<file path="src/inc/rotc_pkg.sv">
// Constants and carrier types for the reset sequencer and oscillator trim block.
// Assumes a single 200 MHz clock and a plain strobe register port.
// ==========================================================================
// What this block does
// RULE_01: Last program word is a load-literal carrying the calibration value, run at reset.
// RULE_02: After the calibration word the fetch address wraps to 0x000.
// RULE_03: Calibration word location is always read-protected, whatever code protection says.
// RULE_04: Oscillator trim at 05h implements only bits 7 to 2.
// RULE_05: Writing the trim value adjusts the internal oscillator frequency.
// RULE_06: Internal RC selected gives a fixed nominal 4 MHz system clock.
// RULE_07: Six reset causes are told apart.
// RULE_08: Some registers are never reset: unknown at power-on, kept otherwise.
// RULE_09: Most registers load reset values on resets during normal operation.
// RULE_10: Watchdog or master-clear reset in sleep leaves those registers alone.
// RULE_11: Timeout, power-down and pin-change flags identify the reset cause.
// RULE_12: Pin-change wake flag reads one only after a pin-change wake reset.
// RULE_13: Enable bit at one makes the shared pin the active-low master-clear.
// RULE_14: Enable bit programmed ties master-clear inactive; pin becomes general I/O.
// RULE_15: Power-on reset holds the chip until the supply is adequate.
// RULE_16: On power-up the latch is set and the reset timer cleared.
// RULE_17: Reset timer counts only while master-clear is seen high.
// RULE_18: After about 18 ms the timer clears the latch and releases reset.
// RULE_19: Master-clear held low at power-up: release one period after it rises.
// RULE_20: External driver holds reset until operating conditions are met.
// RULE_21: Master-clear low again before expiry restarts the timer, reset held.

package rotc_pkg;

  // ========================================================================
  // Register map
  localparam logic [7:0] ROTC_OSC_TRIM_ADDR = 8'h05;
  localparam logic [7:0] ROTC_STATUS_ADDR = 8'h03;
  localparam logic [7:0] ROTC_CAUSE_ADDR = 8'h10;
  localparam logic [7:0] ROTC_CALIB_ADDR = 8'h11;
  localparam logic [7:0] ROTC_PCADDR_ADDR = 8'h12;
  localparam logic [7:0] ROTC_OSC_TRIM_RESET = 8'h80;
  localparam logic [7:0] ROTC_OSC_TRIM_MASK = 8'hFC;
  localparam int ROTC_WAKE_FLAG_BIT = 7;
  localparam int ROTC_TIMEOUT_FLAG_BIT = 4;
  localparam int ROTC_POWER_DOWN_FLAG_BIT = 3;

  // ========================================================================
  // Program memory layout and the load-literal opcode
  localparam int ROTC_PC_WIDTH = 10;
  localparam logic [9:0] ROTC_RESET_VECTOR = 10'h3FF;
  localparam logic [9:0] ROTC_USER_START = 10'h000;
  localparam logic [3:0] ROTC_LOAD_LITERAL_OP = 4'hC;

  // ========================================================================
  // Timing
  localparam int ROTC_CLOCK_HZ = 200_000_000;
  localparam int ROTC_RESET_TIMER_PERIOD_MS = 18;
  localparam longint ROTC_RESET_TIMER_CYCLES =
    longint'(ROTC_CLOCK_HZ) / 1000 * ROTC_RESET_TIMER_PERIOD_MS;
  localparam int ROTC_SYSCLK_HZ = 4_000_000;
  localparam int ROTC_SYSCLK_HALF = ROTC_CLOCK_HZ / ROTC_SYSCLK_HZ / 2;

  typedef enum logic [2:0] {
    ROTC_CAUSE_POWER_ON,
    ROTC_CAUSE_MASTER_CLEAR_PIN_RUN,
    ROTC_CAUSE_MASTER_CLEAR_PIN_SLEEP,
    ROTC_CAUSE_WDT_RUN,
    ROTC_CAUSE_WDT_SLEEP,
    ROTC_CAUSE_PIN_WAKE
  } rotc_cause_t;

  typedef enum logic [1:0] {
    ROTC_ST_HOLD,
    ROTC_ST_COUNT,
    ROTC_ST_RUN
  } rotc_state_t;

  typedef struct packed {
    logic [7:0] addr;
    logic [7:0] wdata;
    logic wr;
    logic rd;
  } rotc_bus_req_t;

  typedef struct packed {
    logic watchdog_timeout_flag;
    logic power_down_flag;
    logic pin_change_wake_flag;
  } rotc_flags_t;

endpackage : rotc_pkg

</file>
<file path="src/hw/rotc_top.sv">
// Reset sequencer, reset cause flags and oscillator trim register.
// Assumes sleep, watchdog and wake events come from the same clock
// domain; the master-clear pin and supply-good are asynchronous and synchronised.
//
// Design decision made here: the strobed register port.
`timescale 1ns/10ps

module rotc_top
  import rotc_pkg::*;
#(
  parameter longint RESET_TIMER_CYCLES = ROTC_RESET_TIMER_CYCLES,
  parameter int TIMER_WIDTH = 32
)(
  input wire logic I_CLOCK,
  input wire logic I_RESET_N,
  input wire logic i_clk_en,
  input wire logic i_supply_ok,
  input wire logic i_master_clear_pin_enable,
  input wire logic i_master_clear_pin_n,
  input wire logic i_watchdog_timeout,
  input wire logic i_pin_change_wake,
  input wire logic i_sleep_enter,
  input wire logic i_clear_watchdog,
  input wire logic i_internal_rc_sel,
  input wire logic [7:0] i_calibration_value,
  input wire logic i_fetch_next,
  input wire logic [7:0] i_addr,
  input wire logic [7:0] i_wdata,
  input wire logic i_wr,
  input wire logic i_rd,
  output logic [7:0] o_rdata,
  output logic o_chip_reset,
  output logic o_core_reset,
  output logic o_master_clear_is_io,
  output logic [7:0] o_osc_trim,
  output logic o_sysclk,
  output logic [9:0] o_fetch_addr,
  output logic [11:0] o_fetch_word,
  output logic o_calib_read_blocked,
  output logic [2:0] o_reset_cause
);

  // Elaboration check: the timer must be able to hold the full reset count
  if (RESET_TIMER_CYCLES < 1 || RESET_TIMER_CYCLES >= (longint'(1) << TIMER_WIDTH))
  begin : g_bad_timer
    $error("rotc_top: reset timer count does not fit");
  end

  // ========================================================================
  // State
  typedef struct packed {
    logic [1:0] master_clear_pin_sync;
    logic [1:0] supply_sync;
    rotc_state_t state;
    logic [TIMER_WIDTH-1:0] timer;
    logic reset_latch;
    logic asleep;
    logic power_on;
    rotc_cause_t cause;
    rotc_flags_t flags;
    logic [7:0] osc_trim;
    logic [9:0] pc;
    logic [11:0] fetch_word;
    logic [7:0] rdata;
    logic [7:0] div_cnt;
    logic sysclk;
    logic core_reset;
  } rotc_regs_t;

  rotc_regs_t state_reg;
  rotc_regs_t state_next;
  rotc_bus_req_t bus;
  logic master_clear_pin_low;
  logic supply_good;
  logic warm_reset;

  assign bus = '{addr: i_addr, wdata: i_wdata, wr: i_wr, rd: i_rd};

  function automatic logic [7:0] read_mux(input logic [7:0] addr, input rotc_regs_t s);
    logic [7:0] v;
    v = 8'h00;
    case (addr)
      ROTC_OSC_TRIM_ADDR: v = s.osc_trim & ROTC_OSC_TRIM_MASK;
      ROTC_STATUS_ADDR:
      begin
        v[ROTC_WAKE_FLAG_BIT] = s.flags.pin_change_wake_flag;
        v[ROTC_TIMEOUT_FLAG_BIT] = s.flags.watchdog_timeout_flag;
        v[ROTC_POWER_DOWN_FLAG_BIT] = s.flags.power_down_flag;
      end
      ROTC_CAUSE_ADDR: v = {5'h00, s.cause};
      ROTC_CALIB_ADDR: v = 8'h00; // Calibration word never readable RULE_03
      ROTC_PCADDR_ADDR: v = s.pc[7:0];
      default: v = 8'h00;
    endcase
    return v;
  endfunction : read_mux

  // ========================================================================
  // Next state
  always_comb
  begin
    state_next = state_reg;
    state_next.master_clear_pin_sync = {state_reg.master_clear_pin_sync[0], i_master_clear_pin_n};
    state_next.supply_sync = {state_reg.supply_sync[0], i_supply_ok};
    // Pin ignored as reset when configured as I/O RULE_13 RULE_14
    master_clear_pin_low = i_master_clear_pin_enable & ~state_reg.master_clear_pin_sync[1];
    supply_good = state_reg.supply_sync[1];
    warm_reset = 1'b0;

    // Reset latch and device reset timer
    if (!supply_good)
    begin
      state_next.state = ROTC_ST_HOLD; // RULE_15
      state_next.reset_latch = 1'b1; // RULE_16
      state_next.timer = '0;
      state_next.power_on = 1'b1;
    end
    else
    begin
      case (state_reg.state)
        ROTC_ST_HOLD:
        begin
          state_next.timer = '0;
          if (!master_clear_pin_low)
          begin
            state_next.state = ROTC_ST_COUNT; // RULE_17
          end
        end
        ROTC_ST_COUNT:
        begin
          if (master_clear_pin_low)
          begin
            state_next.state = ROTC_ST_HOLD; // RULE_21
            state_next.timer = '0;
          end
          else if (state_reg.timer == TIMER_WIDTH'(RESET_TIMER_CYCLES - 1))
          begin
            state_next.state = ROTC_ST_RUN; // RULE_18 RULE_19
            state_next.reset_latch = 1'b0;
            state_next.timer = '0;
          end
          else
          begin
            state_next.timer = state_reg.timer + 1'b1;
          end
        end
        ROTC_ST_RUN:
        begin
          if (master_clear_pin_low)
          begin
            state_next.state = ROTC_ST_HOLD; // RULE_21
            state_next.reset_latch = 1'b1;
          end
        end
        default: state_next.state = ROTC_ST_HOLD;
      endcase
    end

    // Cause decode and flag update RULE_07 RULE_11 RULE_12
    if (state_reg.reset_latch && !state_next.reset_latch)
    begin
      warm_reset = 1'b1;
      if (state_reg.power_on)
      begin
        state_next.cause = ROTC_CAUSE_POWER_ON;
        state_next.flags = '{1'b1, 1'b1, 1'b0};
      end
      else if (state_reg.asleep)
      begin
        state_next.cause = ROTC_CAUSE_MASTER_CLEAR_PIN_SLEEP;
        state_next.flags = '{1'b1, 1'b0, 1'b0};
      end
      else
      begin
        state_next.cause = ROTC_CAUSE_MASTER_CLEAR_PIN_RUN;
        state_next.flags.pin_change_wake_flag = 1'b0;
      end
      state_next.power_on = 1'b0;
    end
    else if (!state_reg.reset_latch && !master_clear_pin_low)
    begin
      if (i_watchdog_timeout)
      begin
        warm_reset = 1'b1;
        state_next.cause = state_reg.asleep ? ROTC_CAUSE_WDT_SLEEP : ROTC_CAUSE_WDT_RUN;
        state_next.flags = '{1'b0, ~state_reg.asleep, 1'b0};
      end
      else if (i_pin_change_wake && state_reg.asleep)
      begin
        warm_reset = 1'b1;
        state_next.cause = ROTC_CAUSE_PIN_WAKE;
        state_next.flags = '{1'b1, 1'b0, 1'b1};
      end
      else if (i_sleep_enter)
      begin
        state_next.asleep = 1'b1;
        state_next.flags.watchdog_timeout_flag = 1'b1;
        state_next.flags.power_down_flag = 1'b0;
      end
      else if (i_clear_watchdog)
      begin
        state_next.flags.watchdog_timeout_flag = 1'b1;
        state_next.flags.power_down_flag = 1'b1;
      end
    end

    // Register reset scope RULE_08 RULE_09 RULE_10
    state_next.core_reset = state_next.reset_latch;
    if (warm_reset)
    begin
      state_next.asleep = 1'b0;
      state_next.pc = ROTC_RESET_VECTOR; // RULE_01
      if (!(state_reg.asleep && (state_next.cause == ROTC_CAUSE_WDT_SLEEP ||
                                  state_next.cause == ROTC_CAUSE_MASTER_CLEAR_PIN_SLEEP)))
      begin
        state_next.osc_trim = ROTC_OSC_TRIM_RESET; // RULE_09
      end
    end
    if (state_next.reset_latch)
    begin
      state_next.pc = ROTC_RESET_VECTOR;
    end

    // Fetch stream: calibration word first, then wrap to user start
    state_next.fetch_word = (state_reg.pc == ROTC_RESET_VECTOR) ?
      {ROTC_LOAD_LITERAL_OP, i_calibration_value} : 12'h000; // RULE_01
    if (i_fetch_next && !state_reg.reset_latch && !warm_reset)
    begin
      state_next.pc = (state_reg.pc == ROTC_RESET_VECTOR) ?
        ROTC_USER_START : state_reg.pc + 1'b1; // RULE_02
    end

    // Register port
    if (bus.wr && bus.addr == ROTC_OSC_TRIM_ADDR && !state_reg.reset_latch)
    begin
      state_next.osc_trim = bus.wdata & ROTC_OSC_TRIM_MASK; // RULE_04 RULE_05
    end
    state_next.rdata = bus.rd ? read_mux(bus.addr, state_reg) : 8'h00;

    // Nominal 4 MHz system clock from the internal RC RULE_06
    if (i_internal_rc_sel)
    begin
      if (state_reg.div_cnt == 8'(ROTC_SYSCLK_HALF - 1))
      begin
        state_next.div_cnt = 8'h00;
        state_next.sysclk = ~state_reg.sysclk;
      end
      else
      begin
        state_next.div_cnt = state_reg.div_cnt + 8'h01;
      end
    end
    else
    begin
      state_next.div_cnt = 8'h00;
      state_next.sysclk = 1'b0;
    end
  end

  // ========================================================================
  // Registers. The trim register is a retained store: clocks never erase it
  // except through the reset scope above, which keeps it across watchdog and master-clear resets in sleep.
  always_ff @(posedge I_CLOCK or negedge I_RESET_N)
  begin
    if (!I_RESET_N)
    begin
      state_reg <= '{master_clear_pin_sync: 2'b00, supply_sync: 2'b00, state: ROTC_ST_HOLD,
                     timer: '0, reset_latch: 1'b1, asleep: 1'b0, power_on: 1'b1,
                     cause: ROTC_CAUSE_POWER_ON, flags: '{1'b1, 1'b1, 1'b0},
                     osc_trim: ROTC_OSC_TRIM_RESET, pc: ROTC_RESET_VECTOR,
                     fetch_word: 12'h000, rdata: 8'h00, div_cnt: 8'h00,
                     sysclk: 1'b0, core_reset: 1'b1}; // RULE_16
    end
    else if (i_clk_en)
    begin
      state_reg <= state_next;
    end
  end

  // ========================================================================
  // Outputs
  assign o_rdata = state_reg.rdata;
  assign o_chip_reset = state_reg.reset_latch; // RULE_15
  assign o_core_reset = state_reg.core_reset;
  assign o_master_clear_is_io = ~i_master_clear_pin_enable; // RULE_14
  assign o_osc_trim = state_reg.osc_trim;
  assign o_sysclk = state_reg.sysclk;
  assign o_fetch_addr = state_reg.pc;
  assign o_fetch_word = state_reg.fetch_word;
  assign o_calib_read_blocked = 1'b1; // RULE_03
  assign o_reset_cause = state_reg.cause;

endmodule : rotc_top

</file>
<file path="config.mk">
export PLATFORM = sky130hd
export DESIGN_NAME = rotc_top
export DESIGN_NICKNAME = d
export VERILOG_FILES = /design/src/inc/rotc_pkg.sv /design/src/hw/rotc_top.sv
export SDC_FILE = /design/constraint.sdc
export NUM_CORES = 1
export LEC_CHECK = 0
export BUFFER_PORTS_ARGS = -buffer_cell sky130_fd_sc_hd__buf_2
export CAP_MARGIN = 15
export CORE_MARGIN = 2
export CORE_UTILIZATION = 53
export CTS_BUF_LIST = sky130_fd_sc_hd__clkbuf_8
export DETAILED_ROUTE_END_ITERATION = 8
export PLACE_DENSITY = 0.74
export SLEW_MARGIN = 15
export SYNTH_ARGS = -nofsm -noshare
export SYNTH_HDL_FRONTEND = slang
export SYNTH_SLANG_ARGS = --single-unit
</file>
<file path="constraint.sdc">
create_clock -name I_CLOCK -period 1.96 [get_ports I_CLOCK]
set_input_delay 0.098 -clock I_CLOCK [delete_from_list [all_inputs] [get_ports I_CLOCK]]
set_output_delay 0.098 -clock I_CLOCK [all_outputs]
set_load 0.01 [all_outputs]
</file>
**Yosys cells after proc, flatten, opt, wreduce, memory -nomap -nowiden**

Index checks and enable logic that the tools add are counted.

- Input bits: 38
- Output and inout port bits: 46
- Register bits: 94
- Word-level logic and storage cells: 128

- Bitwise gates (word level): 5
- Reduce and logical (&&, ||, !) cells: 30
- $add $sub $neg: 3
- Multiplexer cells: 51
- Equal/unequal tests: 22

Operators by type and width:

| operator | number |
|---|---|
| $pmux 32 s2 | 1 |
| $mux 35 | 1 |
| $mux 34 | 1 |
| $add 32x1->32 const B | 1 |
| $eq 32x22->1 const B | 1 |
| $mux 32 | 1 |
| $mux 8 | 4 |
| $mux 10 | 3 |
| $eq 8x5->1 const B | 3 |
| $mux 18 | 1 |
| $mux 6 | 3 |
| $mux 1 | 17 |
| $mux 2 | 8 |
| $mux 12 | 1 |
| $pmux 2 s3 | 2 |
| $add 10x1->10 const B | 1 |
| $eq 10x10->1 const B | 1 |
| $mux 9 | 1 |
| $ne 3x3->1 const B | 3 |
| $pmux 3 s3 | 1 |
| $add 8x1->8 const B | 1 |
| $eq 8x2->1 const B | 1 |
| $eq 8x3->1 const B | 1 |
| $logic_and 1x1->1 | 8 |
| 25 further kinds | 45 |

**Depth between registers and ports, before layout**

- Depth after elaboration: 15
- Mapped depth: 8
- Mapped depth without buffers: 7

**Worst setup path after synthesis**

No wires, ideal clock.

- Kind: reg2reg
- Start point: register state_reg[90] (netlist bit)
- End point: register state_reg (netlist bit o_osc_trim[4])
- Library setup time: 0.127 ns
- Period minus slack after synthesis: 2.080 ns
- Buffers on the path: 0
- Setup slack: -0.120 ns
- Cell stages (with the launch flop): 8
- Arrival: 1.953 ns
- Cell sequence: dfrtp_1 -> inv_1 -> ha_1 -> and4b_1 -> nand4_1 -> o31ai_4 -> a22oi_4 -> a221o_2

- Longest elaborated chain between the ends: 11
- Elaborated cells on any way between the ends: 15
- Those cells by class: 5 x eq/ne; 4 x mux; 6 x reduce/logical

RTL lines:

| element | RTL line | RTL |
|---|---|---|
| start: declaration | rotc_top.sv:70 | `rotc_regs_t state_reg;` |
| start signal: assignment | rotc_top.sv:267 | `state_reg <= '{master_clear_pin_sync: 2'b00, supply_sync: 2'b00, state: ROTC_ST_HOLD,` |
| start signal: assignment | rotc_top.sv:276 | `state_reg <= state_next;` |
| $eq 2x2->1 / $eq 2x1->1 (equally long branches) | rotc_top.sv:120 | `case (state_reg.state)` |
| $pmux 1 s2 (*) | rotc_top.sv:120 |  |
| $mux 35 (*) | rotc_top.sv:111 | `if (!supply_good)` |
| $logic_not 1->1 (*) | rotc_top.sv:160 | `if (state_reg.reset_latch && !state_next.reset_latch)` |
| $logic_and 1x1->1 (*) | rotc_top.sv:160 |  |
| $mux 6 | rotc_top.sv:160 |  |
| $eq 3x3->1 / $eq 3x2->1 (equally long branches) | rotc_top.sv:213, rotc_top.sv:214 |  |
| $logic_or 1x1->1 | rotc_top.sv:213 | `if (!(state_reg.asleep && (state_next.cause == ROTC_CAUSE_WDT_SLEEP \|\|` |
| $logic_and 1x1->1 | rotc_top.sv:213 |  |
| $ne 2x1->1 (no source line) | - |  |
| $reduce_and 3->1 (no source line) (*) | - |  |

Every way passes the cells marked *; elsewhere a longest branch is shown, timed or not.
A chain may end at the register's enable or synchronous reset.

**Final worst setup path**

- Start point: register state_reg[69] (netlist bit)
- End point: register state_reg (netlist bit o_osc_trim[5])

- Longest elaborated chain between the ends: 13
- Elaborated cells on any way between the ends: 16
- Those cells by class: 4 x eq/ne; 6 x mux; 6 x reduce/logical

RTL lines:

| element | RTL line | RTL |
|---|---|---|
| $eq 32x22->1 (*) | rotc_top.sv:136 | `else if (state_reg.timer == TIMER_WIDTH'(RESET_TIMER_CYCLES - 1))` |
| $mux 1 (*) | rotc_top.sv:136 |  |
| $mux 1 (*) | rotc_top.sv:131 | `if (master_clear_pin_low)` |
| $pmux 1 s2 (*) | rotc_top.sv:120 |  |
| $mux 35 (*) | rotc_top.sv:111 |  |
| $logic_not 1->1 (*) | rotc_top.sv:160 |  |
| $logic_and 1x1->1 (*) | rotc_top.sv:160 |  |
| $mux 6 | rotc_top.sv:160 |  |
| $eq 3x3->1 / $eq 3x2->1 (equally long branches) | rotc_top.sv:213, rotc_top.sv:214 |  |
| $logic_or 1x1->1 | rotc_top.sv:213 |  |
| $logic_and 1x1->1 | rotc_top.sv:213 |  |
| $ne 2x1->1 (no source line) | - |  |
| $reduce_and 3->1 (no source line) (*) | - |  |

Marks and branches as above.

==> results_dict.tcl <==
set metrics [dict create \
    grt_pass1_wl_um 21600 \
    cellPowerDensity_mw_per_mm2 865 \
    fin_crit_sh_pct 104 \
    nets 698 \
    slew_viol_final 0 \
    async_reset_ff_share_pct 100 \
    irDropWorstVdd_uv 366 \
    rr_endpoint "o_osc_trim[5]$_DFFE_PN0P_" \
    rsz0062_at_grt "true" \
    globalRoute.totalOverflow 0 \
    wl_um 12700 \
    crit_start "state_reg[69]$_DFFE_PN0P_" \
    io_buffers 76 \
    ant_nets 0 \
    crit_path_start_kind "flip-flop" \
    endpoint "o_osc_trim[5]$_DFFE_PN0P_" \
    global_route.usage.met2_pct 41.0 \
    ioPinCount 84 \
    die_area_mm2 0.0108 \
    synth.avg_cell_area_um2 9.59 \
    vias 4535 \
    synth_cell_type_count 69 \
    holdWs_ns 0.0419 \
    hp-class "input port to flip-flop" \
    ys_seq_area_share_pct 42.5 \
    fin_ws_ns -0.0756 \
    period_needed_ns 2.04 \
    cp-end-kind "flip-flop" \
    fin_worst_skew_ns 0.0148 \
    path_clk_slew_ns 0.09 \
    htreeDepth 3 \
    yosysWarnings 0 \
    grt.busiest_layer "met2" \
    core_mm2 0.00973 \
    clock_latency_ns 0.36 \
    hpwlAfterDp_um 9030 \
    path_class "flip-flop to flip-flop" \
    fillers 784 \
    total_leakage_power_uw 0.00287 \
    outcome "finished with violations" \
    syn2layout_area_growth_pct 21.2 \
    routedWlPerCell_um 16.1 \
    cts_tree "done" \
    worst_pin_slew_ns 0.553 \
    worstReg2RegStart "state_reg[69]$_DFFE_PN0P_" \
    cts_buffer_depth 2 \
    met3_usage_pct 3.57 \
    insertedDiodeCount 0 \
    initial_core_util_pct 54.3 \
    drt_first_pass_iters 5 \
    arrival_ns 2.27 \
    violations "negative setup slack" \
    grt_max_degree 33 \
    synth-edff-count 0 \
    relSlewSlack_pct 62.8 \
    cts_buffers 9 \
    grt_antenna_before_repair 0 \
    setup_viol 5 \
    rrSetupSlack_ns -0.08 \
    hold_viol 0 \
    cap_violations 0 \
    setup-tns-final_ns -0.265 \
    ys.flop_type "dfrtp_1" \
    largest_reg_flops 49 \
    max_freq_ghz 0.491 \
    placed_cells 749 \
    grt_pass1_vias 4608 \
    cts.sinks 89 \
    vias_per_cell 5.74 \
    gp_congestion 0.908 \
    grtUsageTotal_pct 24.1 \
    syn_inst 551 \
    dp_slack_ns -0.0826 \
    cp_max_fo 5 \
    die_x_um 104 \
    first_iter_violations 236 \
    drive_gt1_share_pct 34.2 \
    crit_required_ns 2.20 \
    rows 36 \
    use_met1_pct 30.7 \
    yosys_register_bits 89 \
    syn_area_mm2 0.00529 \
    die_h_um 104 \
    ctsRootBufferMaster "clkbuf_8" \
    final_cells 790 \
    drc 0 \
    reg2reg_depth 5 \
]
[report_power, final]
part           total [uW]  internal, uW  switching [uW]
combinational        1650           767             879
sequential           2390          2140             258
clock                1500           849             654
total                5540          3750            1790
[kinds of logic after synthesis]
| logic type | Yosys count | share of synthesized area [%] |
|---|---|---|
| XOR/XNOR | 22 | 3.64 |
| flip-flops | 89 | 42.5 |
| other | 2 | 0.142 |
| AO/OA/AOI/OAI | 134 | 18.2 |
| AND/OR/NAND/NOR | 195 | 20.8 |
| buffers and inverters | 88 | 10.2 |
| adder cells (fa/ha/maj) | 8 | 1.89 |
| multiplexers | 13 | 2.60 |
[cells in the mapped netlist (6+ instances only)]
cell type	count	area (um^2)
mux2_2	6	67.6
xor2_1	16	140
o31ai_1	8	60.1
ha_1	8	100
o21ai_0	28	140
dfrtp_1	74	1850
inv_1	22	82.6
and3_1	10	62.6
nand4_1	20	125
a21oi_1	24	120
a21boi_0	7	52.6
buf_6	6	67.6
nand3_1	21	105
nor2_1	37	139
nand2_1	42	158
a22oi_1	12	90.1
clkbuf_1	11	41.3
or3_1	11	68.8
mux2i_1	7	70.1
xnor2_1	6	52.6
nand2b_1	7	43.8
buf_4	43	323
nor4_1	7	43.8
o2bb2ai_1	14	123
dfstp_2	15	394
[what timing repair did]
item,4_1_cts,5_1_grt
hold endpoints to repair,39,0
hold buffers,13,0
cloned,0,1
setup buffers,3,8
endpoints found under the setup margin,34,62
pin swaps,2,12
resized for setup,5,27
[worst max-delay path: stages, from the launching register on]
cell and delay [ns]:
dfrtp_1 0.43, nor4b_2 0.29, nand4_1 0.27, o31ai_4 0.42, a22oi_4 0.15, a221o_2 0.36
[layout by cell type (no fill, tap or decap), drive strengths merged, types with 11 or more instances in the layout]
master       count
a22oi           13
and3            11
o2bb2ai         14
o21ai           28
dfrtp           74
nor2            39
buf            139
nand3           23
dlygate4sd3     13
dfstp           15
or3             12
nand4           20
nand2           42
a21oi           25
xor2            16
inv             23
[through the flow]
stage	power (uW)	util, %	instance area (um^2)
after detailed placement	3950	59.8	5810
after floorplan	3570	-	5310
after global placement	3890	59.8	5810
after CTS	5470	64.1	6230
final	5540	65.8	6410
after global routing	5850	65.8	6410
[worst min-delay path by stage]
stage	startpoint	end	slack, ns	depth (start not counted)
2_1_floorplan	I_RESET_N	o_fetch_word[0]$_DFFE_PN0P_	-0.20	0
3_3_place_gp	I_RESET_N	o_fetch_word[7]$_DFFE_PN0P_	0.06	1
3_5_place_dp	I_RESET_N	o_fetch_word[7]$_DFFE_PN0P_	0.08	1
4_1_cts	i_wdata[7]	o_osc_trim[7]$_DFFE_PN1P_	0.01	3
5_1_grt	i_wdata[7]	o_osc_trim[7]$_DFFE_PN1P_	0.05	3
6_report	i_internal_rc_sel	o_sysclk$_DFFE_PN0P_	0.04	3
[metal layers]
layer | wire length (um) | up-vias
met5 | 0 | -
met4 | 282 | 0
met3 | 565 | 24
met2 | 6420 | 131
met1 | 5470 | 2215
li1 | - | 2165
[area by class of cell]
cell class	count	area [um^2]	area share (%)
Tap cell	133	166	2.60
Clock buffer	9	124	1.93
Timing Repair Buffer	152	1020	16.0
Sequential cell	89	2250	35.1
Inverter	23	86.3	1.35
Multi-Input combinational cell	377	2640	41.2
Clock inverter	7	118	1.84
Power figures use the tool's default switching activity.
